## src/verilog/mfu_pkg.sv

```systemverilog
// constants for the interrupt flag and mask unit
//
// Contract
// RULE_01 - falling edge on ext_irq_0_n/ext_irq_1_n sets flag
// RULE_02 - pin_edge_select picks edges for ext_irq_2/3
// RULE_03 - event_edge_select bits 3:2 pick event_in_d edge
// RULE_04 - pin mask 1 blocks request, flag still sets
// RULE_05 - timer A overflow sets flag, mask bit 3
// RULE_06 - timer B overflow sets flag, mask bit 1
// RULE_07 - timer C overflow sets flag, mask bit 3
// RULE_08 - timer D overflow or capture edge sets flag
// RULE_09 - serial transfer end sets channel flag, mask bit 3
// RULE_10 - A/D completion sets flag, mask bit 1
// RULE_11 - flags keep setting while core is in standby
// RULE_12 - unmasked request ends standby; service needs enable; in watch mode only timer A or the first pin ends standby
// RULE_13 - watch mode silences timers B/C/D, A/D, serial
// RULE_14 - enable cleared on accept, set on return
// RULE_15 - request is flag and not mask; dispatch needs enable
// RULE_16 - fixed priority groups, vectors 2 to 14 step two
// RULE_17 - software only clears flags; reset clears, masks set
// RULE_18 - pins synchronised, edges from successive samples
// RULE_19 - hardware set beats software clear
package mfu_pkg;

	// ---------------------------------------------------------------
	// register offsets
	// ---------------------------------------------------------------
	localparam int AW = 6;
	localparam logic [AW-1:0] ADDR_WORD0 = 6'h00;
	localparam logic [AW-1:0] ADDR_WORD1 = 6'h01;
	localparam logic [AW-1:0] ADDR_WORD2 = 6'h02;
	localparam logic [AW-1:0] ADDR_WORD3 = 6'h03;
	localparam logic [AW-1:0] ADDR_WORD_EXT = 6'h22;
	localparam logic [AW-1:0] ADDR_WORD_EXT2 = 6'h23;
	localparam logic [AW-1:0] ADDR_PIN_EDGE = 6'h26;
	localparam logic [AW-1:0] ADDR_EVENT_EDGE = 6'h27;

	// ---------------------------------------------------------------
	// sources, in priority order within the flag vector
	// ---------------------------------------------------------------
	localparam int NSRC = 11;
	localparam int SRC_PIN0 = 0;
	localparam int SRC_PIN1 = 1;
	localparam int SRC_TA = 2;
	localparam int SRC_TB = 3;
	localparam int SRC_PIN2 = 4;
	localparam int SRC_TC = 5;
	localparam int SRC_PIN3 = 6;
	localparam int SRC_TD = 7;
	localparam int SRC_AD = 8;
	localparam int SRC_S1 = 9;
	localparam int SRC_S2 = 10;

	// word and bit of each flag; its mask sits one bit above
	localparam logic [AW-1:0] FLAG_ADDR [NSRC] = '{
		6'h00, 6'h01, 6'h01, 6'h02, 6'h22, 6'h02,
		6'h22, 6'h03, 6'h23, 6'h03, 6'h23};
	localparam logic [1:0] FLAG_BIT [NSRC] = '{
		2'h2, 2'h0, 2'h2, 2'h0, 2'h0, 2'h2,
		2'h2, 2'h0, 2'h0, 2'h2, 2'h2};
	// priority group of each source, 0 highest
	localparam logic [2:0] SRC_GROUP [NSRC] = '{
		3'h0, 3'h1, 3'h2, 3'h3, 3'h3, 3'h4,
		3'h4, 3'h5, 3'h5, 3'h6, 3'h6};
	localparam int NGROUP = 7;

	// ---------------------------------------------------------------
	// field positions and reset values
	// ---------------------------------------------------------------
	localparam int ENABLE_BIT = 0;
	localparam int PIN2_SEL_LSB = 0;
	localparam int PIN3_SEL_LSB = 2;
	localparam int EVENT_SEL_LSB = 2;
	localparam logic ENABLE_RESET = 1'b0;
	localparam logic [NSRC-1:0] FLAG_RESET = 11'h000;
	localparam logic [NSRC-1:0] MASK_RESET = 11'h7ff;
	localparam logic [3:0] EDGE_SEL_RESET = 4'h0;
	localparam logic [3:0] VEC_STEP = 4'h2;

	// ---------------------------------------------------------------
	// edge choices
	// ---------------------------------------------------------------
	typedef enum logic [1:0] {
		EDGE_NONE = 2'h0,
		EDGE_FALL = 2'h1,
		EDGE_RISE = 2'h2,
		EDGE_BOTH = 2'h3
	} mfu_edge_t;

	// ---------------------------------------------------------------
	// core run state
	// ---------------------------------------------------------------
	typedef enum logic [1:0] {
		ST_ACTIVE = 2'b00,
		ST_STANDBY = 2'b01,
		ST_WAKE = 2'b11
	} mfu_state_t;

endpackage
```

## src/verilog/mfu_edge_det.sv

```systemverilog
// pin synchroniser with selectable edge detection
`timescale 1ns/1ns
module mfu_edge_det
	import mfu_pkg::*;
(
	// clock and reset
	input wire logic clk,
	input wire logic rst,
	// pin and selection
	input wire logic pin,
	input wire mfu_pkg::mfu_edge_t sel,
	// detected edge, one cycle
	output logic edge_pulse
);

	// ---------------------------------------------------------------
	// synchroniser and history
	// ---------------------------------------------------------------
	logic meta_ff;
	logic sync_ff;
	logic hist_ff;
	logic nxt_meta;
	logic nxt_sync;
	logic nxt_hist;
	logic fall;
	logic rise;

	always_comb begin
		nxt_meta = pin;
		nxt_sync = meta_ff;
		nxt_hist = sync_ff;
	end

	always_ff @(posedge clk or posedge rst) begin
		if (rst) begin
			meta_ff <= 1'b0;
			sync_ff <= 1'b0;
			hist_ff <= 1'b0;
		end else begin
			meta_ff <= nxt_meta;
			sync_ff <= nxt_sync;
			hist_ff <= nxt_hist;
		end
	end

	// ---------------------------------------------------------------
	// edge decode
	// ---------------------------------------------------------------
	always_comb begin
		fall = hist_ff & ~sync_ff; // RULE_18
		rise = ~hist_ff & sync_ff; // RULE_18
		case (sel)
			EDGE_FALL: edge_pulse = fall;
			EDGE_RISE: edge_pulse = rise;
			EDGE_BOTH: edge_pulse = fall | rise;
			default: edge_pulse = 1'b0;
		endcase
	end

endmodule

```

## src/verilog/mfu_irq_unit.sv

```systemverilog
// interrupt request flags, masks, edge select and standby wake
`timescale 1ns/1ns
module mfu_irq_unit
	import mfu_pkg::*;
(
	// clock and reset
	input wire logic clk,
	input wire logic rst,
	// external pins
	input wire logic ext_irq_0_n,
	input wire logic ext_irq_1_n,
	input wire logic ext_irq_2,
	input wire logic ext_irq_3,
	input wire logic event_in_d,
	// peripheral event pulses
	input wire logic timer_a_ovf,
	input wire logic timer_b_ovf,
	input wire logic timer_c_ovf,
	input wire logic timer_d_ovf,
	input wire logic capture_en,
	input wire logic serial1_done,
	input wire logic serial2_done,
	input wire logic adc_done,
	// core bit-addressable access
	input wire logic cpu_wr,
	input wire logic cpu_rd,
	input wire logic [mfu_pkg::AW-1:0] cpu_addr,
	input wire logic [3:0] cpu_wdata,
	input wire logic [3:0] cpu_wmask,
	output logic [3:0] cpu_rdata,
	// core instruction events and mode
	input wire logic standby_instr,
	input wire logic return_from_irq_instr,
	input wire logic irq_ack,
	input wire logic watch_mode,
	// dispatch and run control
	output logic irq_req,
	output logic [3:0] irq_vector,
	output logic core_halt,
	output logic core_wake,
	output logic event_edge
);

	// ---------------------------------------------------------------
	// decode helpers
	// ---------------------------------------------------------------
	function automatic logic [3:0] group_vector(input logic [2:0] g);
		group_vector = VEC_STEP * ({1'b0, g} + 4'h1); // RULE_16
	endfunction

	function automatic logic in_word(input logic [AW-1:0] a, input int s);
		in_word = (a == FLAG_ADDR[s]);
	endfunction

	// ---------------------------------------------------------------
	// state
	// ---------------------------------------------------------------
	logic irq_en_ff;
	logic nxt_irq_en;
	logic [NSRC-1:0] flag_ff;
	logic [NSRC-1:0] nxt_flag;
	logic [NSRC-1:0] mask_ff;
	logic [NSRC-1:0] nxt_mask;
	logic [3:0] pin_sel_ff;
	logic [3:0] nxt_pin_sel;
	logic [1:0] ev_sel_ff;
	logic [1:0] nxt_ev_sel;
	logic [3:0] rdata_ff;
	logic [3:0] nxt_rdata;
	logic req_ff;
	logic nxt_req;
	logic [3:0] vec_ff;
	logic [3:0] nxt_vec;
	mfu_state_t state_ff;
	mfu_state_t nxt_state;

	logic [4:0] pin_vec;
	mfu_edge_t pin_sel [5];
	logic [4:0] pin_edge;
	logic [NSRC-1:0] set_ev;
	logic [NSRC-1:0] clr_ev;
	logic [NSRC-1:0] req_vec;
	logic [NGROUP-1:0] grp_req;
	logic any_req;
	logic wake_req;

	// ---------------------------------------------------------------
	// pin edge detectors
	// ---------------------------------------------------------------
	assign pin_vec = {event_in_d, ext_irq_3, ext_irq_2, ext_irq_1_n, ext_irq_0_n};

	always_comb begin
		pin_sel[0] = EDGE_FALL; // RULE_01
		pin_sel[1] = EDGE_FALL; // RULE_01
		pin_sel[2] = mfu_edge_t'(pin_sel_ff[PIN2_SEL_LSB +: 2]); // RULE_02
		pin_sel[3] = mfu_edge_t'(pin_sel_ff[PIN3_SEL_LSB +: 2]); // RULE_02
		pin_sel[4] = mfu_edge_t'(ev_sel_ff); // RULE_03
	end

	genvar gp;
	generate
		for (gp = 0; gp < 5; gp++) begin : g_pin
			mfu_edge_det u_det (
				.clk(clk),
				.rst(rst),
				.pin(pin_vec[gp]),
				.sel(pin_sel[gp]),
				.edge_pulse(pin_edge[gp])
			);
		end
	endgenerate

	// ---------------------------------------------------------------
	// hardware set events
	// ---------------------------------------------------------------
	// flags keep collecting in standby since nothing here is halted
	always_comb begin
		set_ev = '0; // RULE_11
		set_ev[SRC_PIN0] = pin_edge[0]; // RULE_01
		set_ev[SRC_PIN1] = pin_edge[1]; // RULE_01
		set_ev[SRC_PIN2] = pin_edge[2]; // RULE_02
		set_ev[SRC_PIN3] = pin_edge[3]; // RULE_02
		set_ev[SRC_TA] = timer_a_ovf; // RULE_05
		set_ev[SRC_TB] = timer_b_ovf & ~watch_mode; // RULE_06 RULE_13
		set_ev[SRC_TC] = timer_c_ovf & ~watch_mode; // RULE_07 RULE_13
		set_ev[SRC_TD] = (timer_d_ovf | (capture_en & pin_edge[4])) & ~watch_mode; // RULE_08 RULE_13
		set_ev[SRC_S1] = serial1_done & ~watch_mode; // RULE_09 RULE_13
		set_ev[SRC_S2] = serial2_done & ~watch_mode; // RULE_09 RULE_13
		set_ev[SRC_AD] = adc_done & ~watch_mode; // RULE_10 RULE_13
	end

	// ---------------------------------------------------------------
	// flag and mask next values
	// ---------------------------------------------------------------
	// software writes of 0 clear a flag, writes of 1 do nothing
	always_comb begin
		nxt_flag = flag_ff;
		nxt_mask = mask_ff;
		clr_ev = '0;
		for (int s = 0; s < NSRC; s++) begin
			if (cpu_wr && in_word(cpu_addr, s)) begin
				if (cpu_wmask[FLAG_BIT[s]] && !cpu_wdata[FLAG_BIT[s]]) begin
					clr_ev[s] = 1'b1; // RULE_17
				end
				if (cpu_wmask[FLAG_BIT[s] + 2'h1]) begin
					nxt_mask[s] = cpu_wdata[FLAG_BIT[s] + 2'h1]; // RULE_04
				end
			end
			if (set_ev[s]) begin
				nxt_flag[s] = 1'b1; // RULE_19
			end else if (clr_ev[s]) begin
				nxt_flag[s] = 1'b0; // RULE_17
			end
		end
	end

	// ---------------------------------------------------------------
	// enable and edge select next values
	// ---------------------------------------------------------------
	always_comb begin
		nxt_irq_en = irq_en_ff;
		nxt_pin_sel = pin_sel_ff;
		nxt_ev_sel = ev_sel_ff;
		if (cpu_wr && cpu_addr == ADDR_WORD0 && cpu_wmask[ENABLE_BIT]) begin
			nxt_irq_en = cpu_wdata[ENABLE_BIT]; // RULE_14
		end
		if (cpu_wr && cpu_addr == ADDR_PIN_EDGE) begin
			for (int b = 0; b < 4; b++) begin
				if (cpu_wmask[b]) begin
					nxt_pin_sel[b] = cpu_wdata[b]; // RULE_02
				end
			end
		end
		if (cpu_wr && cpu_addr == ADDR_EVENT_EDGE) begin
			for (int b = 0; b < 2; b++) begin
				if (cpu_wmask[EVENT_SEL_LSB + b]) begin
					nxt_ev_sel[b] = cpu_wdata[EVENT_SEL_LSB + b]; // RULE_03
				end
			end
		end
		// accept clears, return sets; return wins over accept
		if (irq_ack) begin
			nxt_irq_en = 1'b0; // RULE_14
		end
		if (return_from_irq_instr) begin
			nxt_irq_en = 1'b1; // RULE_14
		end
	end

	// ---------------------------------------------------------------
	// read path
	// ---------------------------------------------------------------
	// edge select words are write-only and read as zero
	always_comb begin
		nxt_rdata = rdata_ff;
		if (cpu_rd) begin
			nxt_rdata = 4'h0;
			if (cpu_addr == ADDR_WORD0) begin
				nxt_rdata[ENABLE_BIT] = irq_en_ff;
			end
			for (int s = 0; s < NSRC; s++) begin
				if (in_word(cpu_addr, s)) begin
					nxt_rdata[FLAG_BIT[s]] = flag_ff[s];
					nxt_rdata[FLAG_BIT[s] + 2'h1] = mask_ff[s];
				end
			end
		end
	end

	// ---------------------------------------------------------------
	// request forming and priority
	// ---------------------------------------------------------------
	always_comb begin
		req_vec = flag_ff & ~mask_ff; // RULE_04 RULE_15
		grp_req = '0;
		for (int s = 0; s < NSRC; s++) begin
			if (req_vec[s]) begin
				grp_req[SRC_GROUP[s]] = 1'b1; // RULE_16
			end
		end
		any_req = |req_vec;
		// standby in watch mode is left only by timer A or the first pin
		if (watch_mode) begin
			wake_req = req_vec[SRC_PIN0] | req_vec[SRC_TA];
		end else begin
			wake_req = any_req;
		end
	end

	always_comb begin
		nxt_vec = vec_ff;
		for (int g = NGROUP - 1; g >= 0; g--) begin
			if (grp_req[g]) begin
				nxt_vec = group_vector(3'(g)); // RULE_16
			end
		end
		// dispatch only from active run with the enable set
		nxt_req = irq_en_ff & any_req & (state_ff == ST_ACTIVE) & ~irq_ack; // RULE_15 RULE_12
	end

	// ---------------------------------------------------------------
	// standby control
	// ---------------------------------------------------------------
	// a standby instruction with a request already waiting acts as no-op
	always_comb begin
		nxt_state = state_ff;
		case (state_ff)
			ST_ACTIVE: begin
				if (standby_instr && !any_req) begin
					nxt_state = ST_STANDBY;
				end
			end
			ST_STANDBY: begin
				if (wake_req) begin
					nxt_state = ST_WAKE; // RULE_12
				end
			end
			ST_WAKE: begin
				nxt_state = ST_ACTIVE; // RULE_12
			end
			default: begin
				nxt_state = ST_ACTIVE;
			end
		endcase
	end

	// ---------------------------------------------------------------
	// registers
	// ---------------------------------------------------------------
	always_ff @(posedge clk or posedge rst) begin
		if (rst) begin
			irq_en_ff <= ENABLE_RESET; // RULE_17
			flag_ff <= FLAG_RESET; // RULE_17
			mask_ff <= MASK_RESET; // RULE_17
			pin_sel_ff <= EDGE_SEL_RESET;
			ev_sel_ff <= EDGE_SEL_RESET[EVENT_SEL_LSB +: 2];
			rdata_ff <= 4'h0;
			req_ff <= 1'b0;
			vec_ff <= 4'h0;
			state_ff <= ST_ACTIVE;
		end else begin
			irq_en_ff <= nxt_irq_en;
			flag_ff <= nxt_flag;
			mask_ff <= nxt_mask;
			pin_sel_ff <= nxt_pin_sel;
			ev_sel_ff <= nxt_ev_sel;
			rdata_ff <= nxt_rdata;
			req_ff <= nxt_req;
			vec_ff <= nxt_vec;
			state_ff <= nxt_state;
		end
	end

	// ---------------------------------------------------------------
	// outputs
	// ---------------------------------------------------------------
	assign cpu_rdata = rdata_ff;
	assign irq_req = req_ff;
	assign irq_vector = vec_ff;
	assign core_halt = (state_ff == ST_STANDBY);
	assign core_wake = (state_ff == ST_WAKE);
	assign event_edge = pin_edge[4];

endmodule

```

## config.mk

```make
export PLATFORM = sky130hd
export DESIGN_NAME = mfu_irq_unit
export DESIGN_NICKNAME = d
export VERILOG_FILES = /design/src/verilog/mfu_pkg.sv /design/src/verilog/mfu_edge_det.sv /design/src/verilog/mfu_irq_unit.sv
export SDC_FILE = /design/constraint.sdc
export NUM_CORES = 1
export LEC_CHECK = 0
export ABC_CLOCK_PERIOD_IN_PS = 1450
export CORE_ASPECT_RATIO = 2
export CORE_MARGIN = 10
export CORE_UTILIZATION = 30
export CTS_BUF_LIST = sky130_fd_sc_hd__clkbuf_8
export DETAILED_ROUTE_END_ITERATION = 10
export DONT_BUFFER_PORTS = 1
export PLACE_DENSITY = 0.45
export SETUP_SLACK_MARGIN = 0.02
export SYNTH_ARGS = -nofsm -noshare
export SYNTH_HDL_FRONTEND = slang
export SYNTH_SLANG_ARGS = --single-unit
```

## constraint.sdc

```tcl
create_clock -name clk -period 1.45 [get_ports clk]
set_clock_uncertainty 0.15 [all_clocks]
set_input_delay 0.145 -clock clk [delete_from_list [all_inputs] [get_ports clk]]
set_output_delay 0.145 -clock clk [all_outputs]
set_load 0.1 [all_outputs]
```

Yosys cells after proc, flatten, opt, wreduce, memory -nomap -nowiden:

Index checks and enable logic that the tools add are counted.
Widths: inputs -> output; s select.

* bits of input ports: 35
* output and inout bits: 12
* flip-flop bits (word level): 55

* multiplexer cells: 75
* reductions and logical operators: 49
* equality and inequality tests: 20
* bitwise logic cells: 35

Operator list (count)
* $mux 1: 51
* $reduce_and 2->1: 18
* $mux 4: 7
* $mux 2: 13
* $eq 6x6->1 const B: 4
* $reduce_bool 2->1: 11
* $and 1x1->1: 18
* $eq 2x2->1 const B: 7
* $eq 6x2->1 const B: 2
* $logic_and 1x1->1: 12
* $and 11x11->11: 1
* $not 11->11: 1
* $reduce_or 11->1: 1
* $not 1->1: 10
* $pmux 1 s3: 3
* $eq 2x1->1 const B: 4
* $reduce_bool 7->1: 1
* $eq 6x1->1 const B: 1
* $logic_not 6->1: 1
* $or 1x1->1: 5
* $ne 2x1->1 const B: 2
* $pmux 2 s2: 1
* $logic_not 1->1: 3
* $reduce_bool 3->1: 1
* $logic_not 2->1: 1

Depth between registers and ports, before layout:

Gate-level depths: netlist (run 1).

* depth in word-level cells: 11
* mapped depth: 6

Hierarchy:

A second synthesis (run 1) with hierarchy kept.

* cell total of the unflattened synthesis: 278
* area, all modules: 2839.0 µm²

By module, submodules not included
* mfu_irq_unit: area an instance 2150.8 µm², seq. area each 989.7 µm², times used 1, cells an instance 213
* mfu_edge_det: area an instance 137.6 µm², seq. area each 75.1 µm², times used 5, cells an instance 13

Worst setup path before layout (run 1):

Ideal clock, no wire load.

* path type: register -> register
* start: register g_pin[4].u_det.hist_ff
* end: register flag_ff[7]
* cell stages (with the launch flop): 6
* required time: 1.225 ns
* path slack: -1.885 ns
* setup time: 0.075 ns
* path buffers: 0
* arrival: 3.110 ns
* path through: dfrtp_1 -> inv_1 -> ha_1 -> nand2_1 -> o21ai_0 -> a311o_1

* word-level cells in the longest chain between the ends: 8

RTL lines
* start: declaration: RTL line mfu_edge_det.sv:21 `logic hist_ff;`
* start signal: assignment: RTL line mfu_edge_det.sv:42 `hist_ff <= nxt_hist;`
* $not 1->1: RTL line mfu_edge_det.sv:51 `rise = ~hist_ff & sync_ff;`
* $and 1x1->1: RTL line mfu_edge_det.sv:51
* $or 1x1->1: RTL line mfu_edge_det.sv:55 `EDGE_BOTH: edge_pulse = fall | rise;`
* $pmux 1 s3 *: RTL line mfu_edge_det.sv:52 `case (sel)`
* net event_edge: RTL line mfu_irq_unit.sv:41 `output logic event_edge`
* $and 1x1->1 *: RTL line mfu_irq_unit.sv:126 `set_ev[SRC_TD] = (timer_d_ovf | (capture_en & pin_edge[4])) & ~watch_mode;`
* $or 1x1->1 *: RTL line mfu_irq_unit.sv:126
* $and 1x1->1 *: RTL line mfu_irq_unit.sv:126
* $mux 1 / $reduce_bool 2->1 (equally long branches)
* end signal: assignment: RTL line mfu_irq_unit.sv:283 `flag_ff <= nxt_flag;`
* end: declaration: RTL line mfu_irq_unit.sv:60 `logic [NSRC-1:0] flag_ff;`

Mark *: on every way through the listed nets, which the timed path passes. The rest lies on a longest branch.
A chain may end at the register's enable or synchronous reset.

Worst setup path after layout (run 1):

* start: register g_pin[4].u_det.hist_ff
* end: output event_edge

* word-level cells in the longest chain between the ends: 4

RTL lines (RTL line)
* $not 1->1: mfu_edge_det.sv:51
* $and 1x1->1: mfu_edge_det.sv:51
* $or 1x1->1: mfu_edge_det.sv:55
* $pmux 1 s3 *: mfu_edge_det.sv:52
* end: declaration: mfu_irq_unit.sv:41

Mark *: on every way between the ends. The rest lies on a longest branch, timed or not.

==> flow_summary.ini, run 1 <==
[run_status]
status = finished, violations left
violations = hold timing, setup timing

[cells_and_area]
insertedDiodeCount = 0
final_common_cell = buf_4
multi_input_area_um2 = 1310
nNetsFinal = 382
drive_gt1_share_pct = 31.6
fill_cells = 891
area_growth_syn_to_layout_pct = 41.2
final_cell_mix = buf_4 (49), dfrtp_1 (42), dlygate4sd3_1 (31)
seqCellArea_um2 = 1370

[critical_path]
critPathCapture = event_edge
end_kind = output pin
crit-reg2reg-launch = g_pin[4].u_det.hist_ff
r2r_slack_ps = -180
start_kind = flip-flop
reg2reg_depth = 6
cp_max_fo = 2
reg2reg_to = flag_ff[7]
crit_type = flip-flop to output pin
critPathRequiredTime_ps = 1150
critPathLaunch = g_pin[4].u_det.hist_ff
arrival_ps = 1470

[placed_design]
pre_cts_ws_ps = -182
port_buffers = 0
gp_congestion = 0.809
place_hpwl_um = 6270

[clocking]
cts_max_level = 2
clockRootBuffer = clkbuf_8
insertion_delay_ps = 330
cts_tree = yes
clockBufferDepth = 2
postCtsHoldBufs = 32
clock-sinks = 54
numCtsBuffers = 5
path_clk_slew_ps = 100

[timing]
min_period_over_period_pct = 122
maxSlewHeadroom_pct = 66.3
fmax_mhz = 567
finalHoldViolCount = 2
tightest_slew_ps = 506
slew_violations = 0
rsz0062_at_grt = true
tns_ps = -951
worst_hold_slack_ps = -15.7
setup_viol = 8
setup_ws_ps = -312
fin_crit_ps = 1760

[grt]
antenna_found_initial = 0
grt_start_max_net_pins = 21
grt_usage_pct = 12.9
grt_pass1_vias = 2379
grt_pass1_wl_um = 13200
gr-total-overflow = 0

[pwr]
cellPowerDensity_nw_per_um2 = 859
p_leak_nw = 1.66
ir_worst_vdd_v = 0.000595

[floorplan]
dieArea_um2 = 13300
num_rows = 48
die_w_um = 86.8
initial_core_util_pct = 30.9
core_area_um2 = 8650
num_io_pins = 47
die_y_um = 154

[drt]
wl_per_cell_um = 18.7
drcViolationCount = 0
wl_um = 8260
firstDrtPassIters = 4
initialDrtViolationCount = 124
postRouteAntennaNets = 0
vias_per_cell = 4.99
vias = 2205

[logic_synthesis]
synthFlopType = dfrtp_1
synth_top_area_share_pct = 40.2
synth_nets = 297
ys_seq_elements = 54
synth.cell_area_um2 = 2680
yosysTopAreaCell = dfrtp_1
postSynthCellCount = 256
yosysSeqAreaShare_pct = 51.0
ys_top_cells_by_area = dfrtp_1 (40%), dfstp_2 (11%), mux2_1 (4.6%)
synth_edf_count = 0
async_reset_ff_share_pct = 100
avgSynthCellArea_um2 = 10.5
yosys_warnings = 0
synthDistinctLibCells = 45

[job]
max_cap_violations = 0

[min_path]
hold_path_startpoint = cpu_addr[3]
holdCritPathClass = input port to flip-flop
## repair_timing
| action | in CTS | in global routing |
|---|---|---|
| setup buffers | 1 | 1 |
| endpoints found under the hold margin | 83 | 1 |
| pin swaps | 4 | 5 |
| endpoints found under the setup margin | 10 | 27 |
| gates resized for setup | 9 | 11 |
## cell type report
type / instances / share of cell area, %
multi-input cells: 170 / 34.5
clock inverters: 2 / 0.430
repair buffers: 86 / 20.9
well taps: 100 / 3.31
flip-flops and latches: 54 / 36.1
clock buffers: 6 / 2.18
inverters: 24 / 2.48
## where the power goes
part | switching (mW) | internal (mW)
Combinational | 0.365 | 0.270
Sequential | 0.0540 | 1.61
Clock | 0.557 | 0.395
## how the worst min path moves through the flow
stage | cells past startpoint | to
CTS | 3 | ev_sel_ff[1]
global route | 3 | ev_sel_ff[1]
detailed placement | 1 | g_pin[1].u_det.meta_ff
global placement | 1 | g_pin[1].u_det.meta_ff
finish | 3 | ev_sel_ff[1]
floorplan | 0 | g_pin[0].u_det.meta_ff
## worst max-delay path, cell delays in order (launching register included)
cell and delay [ps]:
dfrtp_1 420, ha_4 290, nor2b_4 30, o21ai_2 140, o21ai_4 90, buf_12 170
## cell families after synthesis
| logic type | Yosys count | share of synthesized area (%) |
|---|---|---|
| AOI/OAI and AO/OA | 55 | 13.4 |
| and+or+nand+nor | 85 | 18.0 |
| DFF | 54 | 51.0 |
| adders and majority gates | 6 | 2.80 |
| buffers and inverters | 32 | 4.96 |
| muxes | 23 | 9.68 |
| other | 1 | 0.140 |
## per-layer routing
layer	vias up	routed length, µm	track usage [%]
met3	10	276	2.54
met2	42	4800	24.6
met1	1089	2960	12.7
li1	1064	-	-
met5	-	0	0
met4	0	218	5.35
## synth_stat cells (5+ instances only)
cell       n
nand3_1   15
nand2_1   21
o21ai_0   19
a21oi_1    6
dfrtp_1   43
and3_1     5
nor2_1     7
o211ai_1   5
dfstp_2   11
nand2b_1   9
mux2_1    11
ha_1       6
mux2i_1    6
inv_1     24
nor2b_1   12
## flip-flops by register name, summed over array words and instances, names as in the netlist
register and flops:
mask_ff 11, irq_en_ff 1, state_ff 2, g_pin.u_det.nxt_hist 5
g_pin.u_det.meta_ff 5, pin_sel_ff 4, g_pin.u_det.hist_ff 5, cpu_rdata 4
irq_vector 3, ev_sel_ff 2, flag_ff 11, irq_req 1
## metrics by stage
step                total power, mW  instances  util, %  instance area, µm²
floorplan                      2.01        256        -                2720
global placement               2.19        400     37.7                3260
detailed placement             2.20        400     37.7                3260
CTS                            3.28        441     43.1                3730
global route                   3.40        442     43.7                3780
finish                         3.25        442     43.7                3780
(Power assumes the default switching activity.)
==> run 2: changes to the inputs <==
--- a/config.mk
+++ b/config.mk
@@ -5,15 +5,16 @@
 export SDC_FILE = /design/constraint.sdc
 export NUM_CORES = 1
 export LEC_CHECK = 0
-export ABC_CLOCK_PERIOD_IN_PS = 1450
+export ABC_CLOCK_PERIOD_IN_PS = 1700
 export CORE_ASPECT_RATIO = 2
 export CORE_MARGIN = 10
 export CORE_UTILIZATION = 30
 export CTS_BUF_LIST = sky130_fd_sc_hd__clkbuf_8
 export DETAILED_ROUTE_END_ITERATION = 10
 export DONT_BUFFER_PORTS = 1
-export PLACE_DENSITY = 0.45
+export PLACE_DENSITY = 0.44
 export SETUP_SLACK_MARGIN = 0.02
 export SYNTH_ARGS = -nofsm -noshare
 export SYNTH_HDL_FRONTEND = slang
+export SYNTH_HIERARCHICAL = 1
 export SYNTH_SLANG_ARGS = --single-unit
==> constraint.sdc (replaced) <==
create_clock -name clk -period 1.7 [get_ports clk]
set_clock_uncertainty 0.15 [all_clocks]
set_input_delay 0.17 -clock clk [delete_from_list [all_inputs] [get_ports clk]]
set_output_delay 0.17 -clock clk [all_outputs]
set_load 0.1 [all_outputs]
==> run 2 against run 1 <==
Net effect: largest power group unchanged; sequential power is 11% lower; die area is 5.0% higher; synthesized area is 6.1% higher; the run ends with setup timing left.
==> flow_summary.ini, run 2 <==
[pwr]
power.internal_mw = 2.04
cellPowerDensity_nw_per_um2 = 786
seq_power_share_pct = 50.6
ir_worst_vdd_v = 0.000470
p_switching_mw = 0.856
swShare_pct = 29.6
clock_power_share_pct = 30.2
p_leak_nw = 1.65
comb_power_share_pct = 19.1

[clocking]
numCtsBuffers = 5
insertion_delay_ps = 320
cts_max_level = 2
cts_tree = yes
clockRootBuffer = clkbuf_8
clock-sinks = 54
clockBufferDepth = 2
path_clk_slew_ps = 110

[cells_and_area]
area_growth_syn_to_layout_pct = 29.8
final_cells = 455
nNetsFinal = 395
insertedDiodeCount = 0
drive_gt1_share_pct = 23.1
fill_cells = 949
top_regs = flag_ff: 11 flops, mask_ff: 11 flops
final_cell_mix = dfrtp_1 (43), dlygate4sd3_1 (32), inv_1 (30), buf_4 (30), nand2_1 (25)
seqCellArea_um2 = 1370
final_common_cell = dfrtp_1
multi_input_area_um2 = 1400

[timing]
slew_violations = 0
worst_hold_slack_ps = 1.10
min_period_over_period_pct = 106
tightest_slew_ps = 516
finalHoldViolCount = 0
setup_ws_ps = -104
maxSlewHeadroom_pct = 65.6
setup_viol = 1
fmax_mhz = 554
rsz0062_at_grt = true
fin_crit_ps = 1800

[logic_synthesis]
synthFlopType = dfrtp_1
yosys-top-cells-count = dfrtp_1 (43), inv_1 (28), nand2_1 (25)
yosysMostFrequentCell = dfrtp_1
yosysSeqAreaShare_pct = 48.1
yosysTopAreaCell = dfrtp_1
ys_top_cells_by_area = dfrtp_1 (38%), dfstp_2 (10%), mux2_2 (5.2%)
synth_top_area_share_pct = 37.9
synth_edf_count = 0
avgSynthCellArea_um2 = 10.2
ys_seq_elements = 54
postSynthCellCount = 278
synthDistinctLibCells = 49
synth.cell_area_um2 = 2840
async_reset_ff_share_pct = 100
yosys_warnings = 6

[critical_path]
arrival_ps = 1480
start_kind = flip-flop
crit_type = flip-flop to output pin
crit_buf_inv = 1
cpPeakStageDelay_ps = 400
cp_max_fo = 3
critPathRequiredTime_ps = 1380
slowest_stage = dfrtp_1
cp_cell_sequence = ha_1 > nor2b_1 > o21ai_2 > o21ai_4 > buf_12
end_kind = output pin
critPathTopFamily = flip-flops

[floorplan]
core_area_um2 = 9320
die_w_um = 88.8
dieArea_um2 = 14000
die_y_um = 158
num_rows = 50
num_io_pins = 47
initial_core_util_pct = 30.5

[run_status]
violations = setup timing
status = finished, violations left

[grt]
grt_pass1_vias = 2334
grt_start_max_net_pins = 40
antenna_found_initial = 0
grt_usage_pct = 12.1
gr-total-overflow = 0
grt_pass1_wl_um = 12400

[placed_design]
gp_congestion = 0.824
placed_cells = 409
place_hpwl_um = 6310
port_buffers = 0
pre_cts_ws_ps = -106

[min_path]
holdCritPathClass = input port to flip-flop

[drt]
wl_per_cell_um = 18.1
initialDrtViolationCount = 138
postRouteAntennaNets = 0
drcViolationCount = 0
wl_um = 8260
vias_per_cell = 4.92
vias = 2238
firstDrtPassIters = 4

[job]
max_cap_violations = 0
[run 2: cell types whose count changed after synthesis, sizes merged, moves of 3 or more]
cell / previous run / this run
a211oi: 1 / 5
ha: 6 / 10
nand2: 21 / 25
a311oi: 3 / 0
inv: 24 / 28
a21o: 0 / 5
nor2b: 12 / 21
[run 2: kinds of logic after synthesis]
logic type               Yosys count  share of synthesized area, %
other                              2                         0.265
AND/OR/NAND/NOR                   94                          19.0
multiplexers                      22                          9.08
adder cells (fa/ha/maj)           10                          4.41
buffers and inverters             36                          5.38
flip-flops                        54                          48.1
AO/OA/AOI/OAI                     60                          13.8
[run 2: power groups by stage]
stage | Combinational [mW] | Sequential [mW] | Clock [mW]
3_5_place_dp | 0.460 | 1.49 | 0
3_3_place_gp | 0.455 | 1.49 | 0
4_1_cts | 0.547 | 1.47 | 0.903
6_report | 0.554 | 1.47 | 0.876
2_1_floorplan | 0.267 | 1.57 | 0
5_1_grt | 0.593 | 1.48 | 0.945
[run 2: final timing paths]
| path | startpoint | end | slack, ps | depth (start not counted) |
|---|---|---|---|---|
| max in group asynchronous | rst | mask_ff[5] | 590 | 3 |
| min in group asynchronous | rst | g_pin[3].u_det/meta_ff | 160 | 2 |
| worst max-delay path | g_pin[4].u_det/nxt_hist | event_edge | -100 | 5 |
| worst max register to register | flag_ff[9] | flag_ff[9] | 80 | 4 |
| worst min-delay path | cpu_wr | flag_ff[10] | 1 | 3 |
| worst min register to register | g_pin[3].u_det/meta_ff | g_pin[3].u_det/nxt_hist | 210 | 0 |
[run 2: worst reg2reg max path: stages (launching register included)]
cell	delay [ps]
dfrtp_1	420
buf_4	140
o21ai_0	110
o21ai_0	130
dlygate4sd3_1	570
[run 2: final cells by class]
type,count,area share (%)
Multi-Input combinational cell,197,38.0
Sequential cell,54,37.0
Timing Repair Buffer,64,15.7
Tap cell,104,3.53
Inverter,28,2.85
Clock buffer,5,1.87
Clock inverter,3,1.02
[run 2: layer usage]
| metal | GRT usage (%) | routed length, µm | vias up |
|---|---|---|---|
| met5 | 0 | 0 | - |
| met1 | 11.2 | 2910 | 1085 |
| met2 | 22.6 | 4610 | 43 |
| met3 | 2.73 | 358 | 20 |
| met4 | 7.36 | 383 | 0 |
| li1 | - | - | 1090 |
[run 2: repair_timing]
action                                  4_1_cts  5_1_grt
endpoints found under the hold margin        84        0
gates resized for setup                       5        8
buffers inserted                              0        5
pin swaps                                     1        0
endpoints found under the setup margin        4        8
hold buffers                                 33        0
[run 2: per-stage QoR]
step           util (%)  total power [mW]  cell area, µm²  TNS (ps)
2_1_floorplan         -              1.84            2890         0
5_1_grt            39.5              3.02            3680      -207
3_5_place_dp       33.9              1.95            3160      -106
3_3_place_gp       33.9              1.94            3160      -134
4_1_cts            38.9              2.92            3620      -175
6_report           39.5              2.90            3680      -104
==> run 3: changes to the inputs <==
--- a/config.mk
+++ b/config.mk
@@ -8,11 +8,11 @@
 export ABC_CLOCK_PERIOD_IN_PS = 1700
 export CORE_ASPECT_RATIO = 2
 export CORE_MARGIN = 10
-export CORE_UTILIZATION = 30
+export CORE_UTILIZATION = 28
 export CTS_BUF_LIST = sky130_fd_sc_hd__clkbuf_8
 export DETAILED_ROUTE_END_ITERATION = 10
 export DONT_BUFFER_PORTS = 1
-export PLACE_DENSITY = 0.44
+export PLACE_DENSITY = 0.41
 export SETUP_SLACK_MARGIN = 0.02
 export SYNTH_ARGS = -nofsm -noshare
 export SYNTH_HDL_FRONTEND = slang
==> run 3 against run 2 <==
Net effect: the flow still finishes with violations (setup timing); setup slack worse by 9.3 ps; final area is 3.1% higher; register-to-register slack worse by 20 ps; sequential share of layout area is 1.1 points lower; combinational power is 11% higher; clock-buffer cell count stayed put; die area is 5.9% higher; total power is 3.6% lower; flip-flop and latch count stayed put; maximum frequency is 0.51% lower; largest cell class unchanged; largest power group unchanged.
==> flow_summary.ini, run 3 (synthesis results as in run 2) <==
[floorplan]
num_rows = 52
core_area_um2 = 10000
dieArea_um2 = 14800
initial_core_util_pct = 28.3
die_y_um = 162
die_w_um = 91.2
num_io_pins = 47

[placed_design]
place_area_um2 = 3230
gp_congestion = 0.819
pre_cts_ws_ps = -43.8
placed_cells = 443
port_buffers = 0
place_hpwl_um = 6730

[job]
max_cap_violations = 0

[timing]
finalHoldViolCount = 0
worst_hold_slack_ps = 4.67
min_period_over_period_pct = 107
setup_viol = 1
slew_violations = 0
tightest_slew_ps = 542
fmax_mhz = 551
setup_ws_ps = -114
tns_ps = -114
fin_crit_ps = 1810
rsz0062_at_grt = true
maxSlewHeadroom_pct = 63.8

[critical_path]
cp_max_fo = 2
crit_type = flip-flop to output pin
start_kind = flip-flop
end_kind = output pin
arrival_ps = 1490
critPathRequiredTime_ps = 1380

[cells_and_area]
final_cell_mix = dfrtp_1 (43), dlygate4sd3_1 (36), buf_4 (34)
top_regs = flag_ff: 11 flops, mask_ff: 11 flops
final_common_cell = dfrtp_1
fill_cells = 1061
area_growth_syn_to_layout_pct = 33.8
final_cells = 495
nNetsFinal = 403
drive_gt1_share_pct = 24.5
fin_area_um2 = 3800

[clocking]
clockBufferDepth = 2
path_clk_slew_ps = 110
clockRootBuffer = clkbuf_8
numCtsBuffers = 5
insertion_delay_ps = 330
cts_max_level = 2
clock-sinks = 54
cts_tree = yes

[drt]
initialDrtViolationCount = 101
vias_per_cell = 4.69
wl_per_cell_um = 18.1
firstDrtPassIters = 4
wl_um = 8940
postRouteAntennaNets = 0
drcViolationCount = 0
vias = 2320

[pwr]
cellPowerDensity_nw_per_um2 = 734
p_leak_nw = 1.69
ir_worst_vdd_v = 0.000396

[grt]
grt_usage_pct = 12.1
gr-total-overflow = 0
grt_pass1_wl_um = 13500
antenna_found_initial = 1
grt_start_max_net_pins = 40
grt_pass1_vias = 2429

[run_status]
status = finished, violations left
violations = setup timing

[min_path]
holdCritPathClass = input port to flip-flop
run 3: changes by cell type in the layout (fill, tap and decap cells not counted), sizes merged:
cell         delta
clkinv          +2
dlygate4sd3     +4
buf             +4
diode           +1
inv             -1
bufinv          -1
run 3: report_power, final:
part	internal, mW	switching (mW)	total, mW
clock	0.281	0.431	0.712
sequential	1.39	0.0690	1.46
combinational	0.250	0.366	0.615
total	1.92	0.866	2.79
run 3: cell type report:
cell class                 instances  area [µm²]  area share (%)
sequential                        54        1370            35.9
tap                              135         169            4.45
clock inverter                     3        13.8           0.362
inverter                          28         105            2.77
clock buffer                       5        68.8            1.81
antenna                            1        2.50          0.0659
multi-input combinational        197        1430            37.6
timing repair buffer              72         648            17.1
run 3: timing repair:
action,in CTS,in global routing
gates resized for setup,6,11
buffers inserted,1,5
hold endpoints to repair,84,0
cloned,0,0
endpoints found under the setup margin,7,13
pin swaps,1,5
hold buffers,37,0
run 3: worst max-delay path: stages, from the launching register on:
cell	delay (ps)
dfrtp_1	360
inv_1	50
ha_1	280
nor2b_1	140
o21ai_2	80
o21ai_4	80
buf_12	190
run 3: per-layer routing:
metal | track usage, % | vias up | part of all wire [%]
li1 | - | 1112 | -
met1 | 10.0 | 1132 | 32
met2 | 24.8 | 57 | 60
met3 | 2.86 | 19 | 3.9
met4 | 6.73 | 0 | 4.6
met5 | 0 | - | 0
run 3: final timing paths:
| kind | from | depth (start not counted) | to | slack (ps) |
|---|---|---|---|---|
| worst min register to register | g_pin[4].u_det/meta_ff | 0 | g_pin[4].u_det/nxt_hist | 210 |
| worst max-delay path | g_pin[4].u_det/hist_ff | 6 | event_edge | -110 |
| worst min-delay path | cpu_addr[5] | 3 | cpu_rdata[2] | 5 |
| max in group asynchronous | rst | 3 | mask_ff[3] | 590 |
| min in group asynchronous | rst | 2 | g_pin[1].u_det/meta_ff | 150 |
| worst max register to register | flag_ff[3] | 5 | irq_vector[1] | 60 |
run 3: metrics by stage:
step | power [mW] | utilization [%]
after floorplan | 1.84 | -
after global placement | 1.98 | 32.2
after detailed placement | 1.98 | 32.2
after CTS | 2.82 | 37.0
after global routing | 2.96 | 37.9
final | 2.79 | 37.9
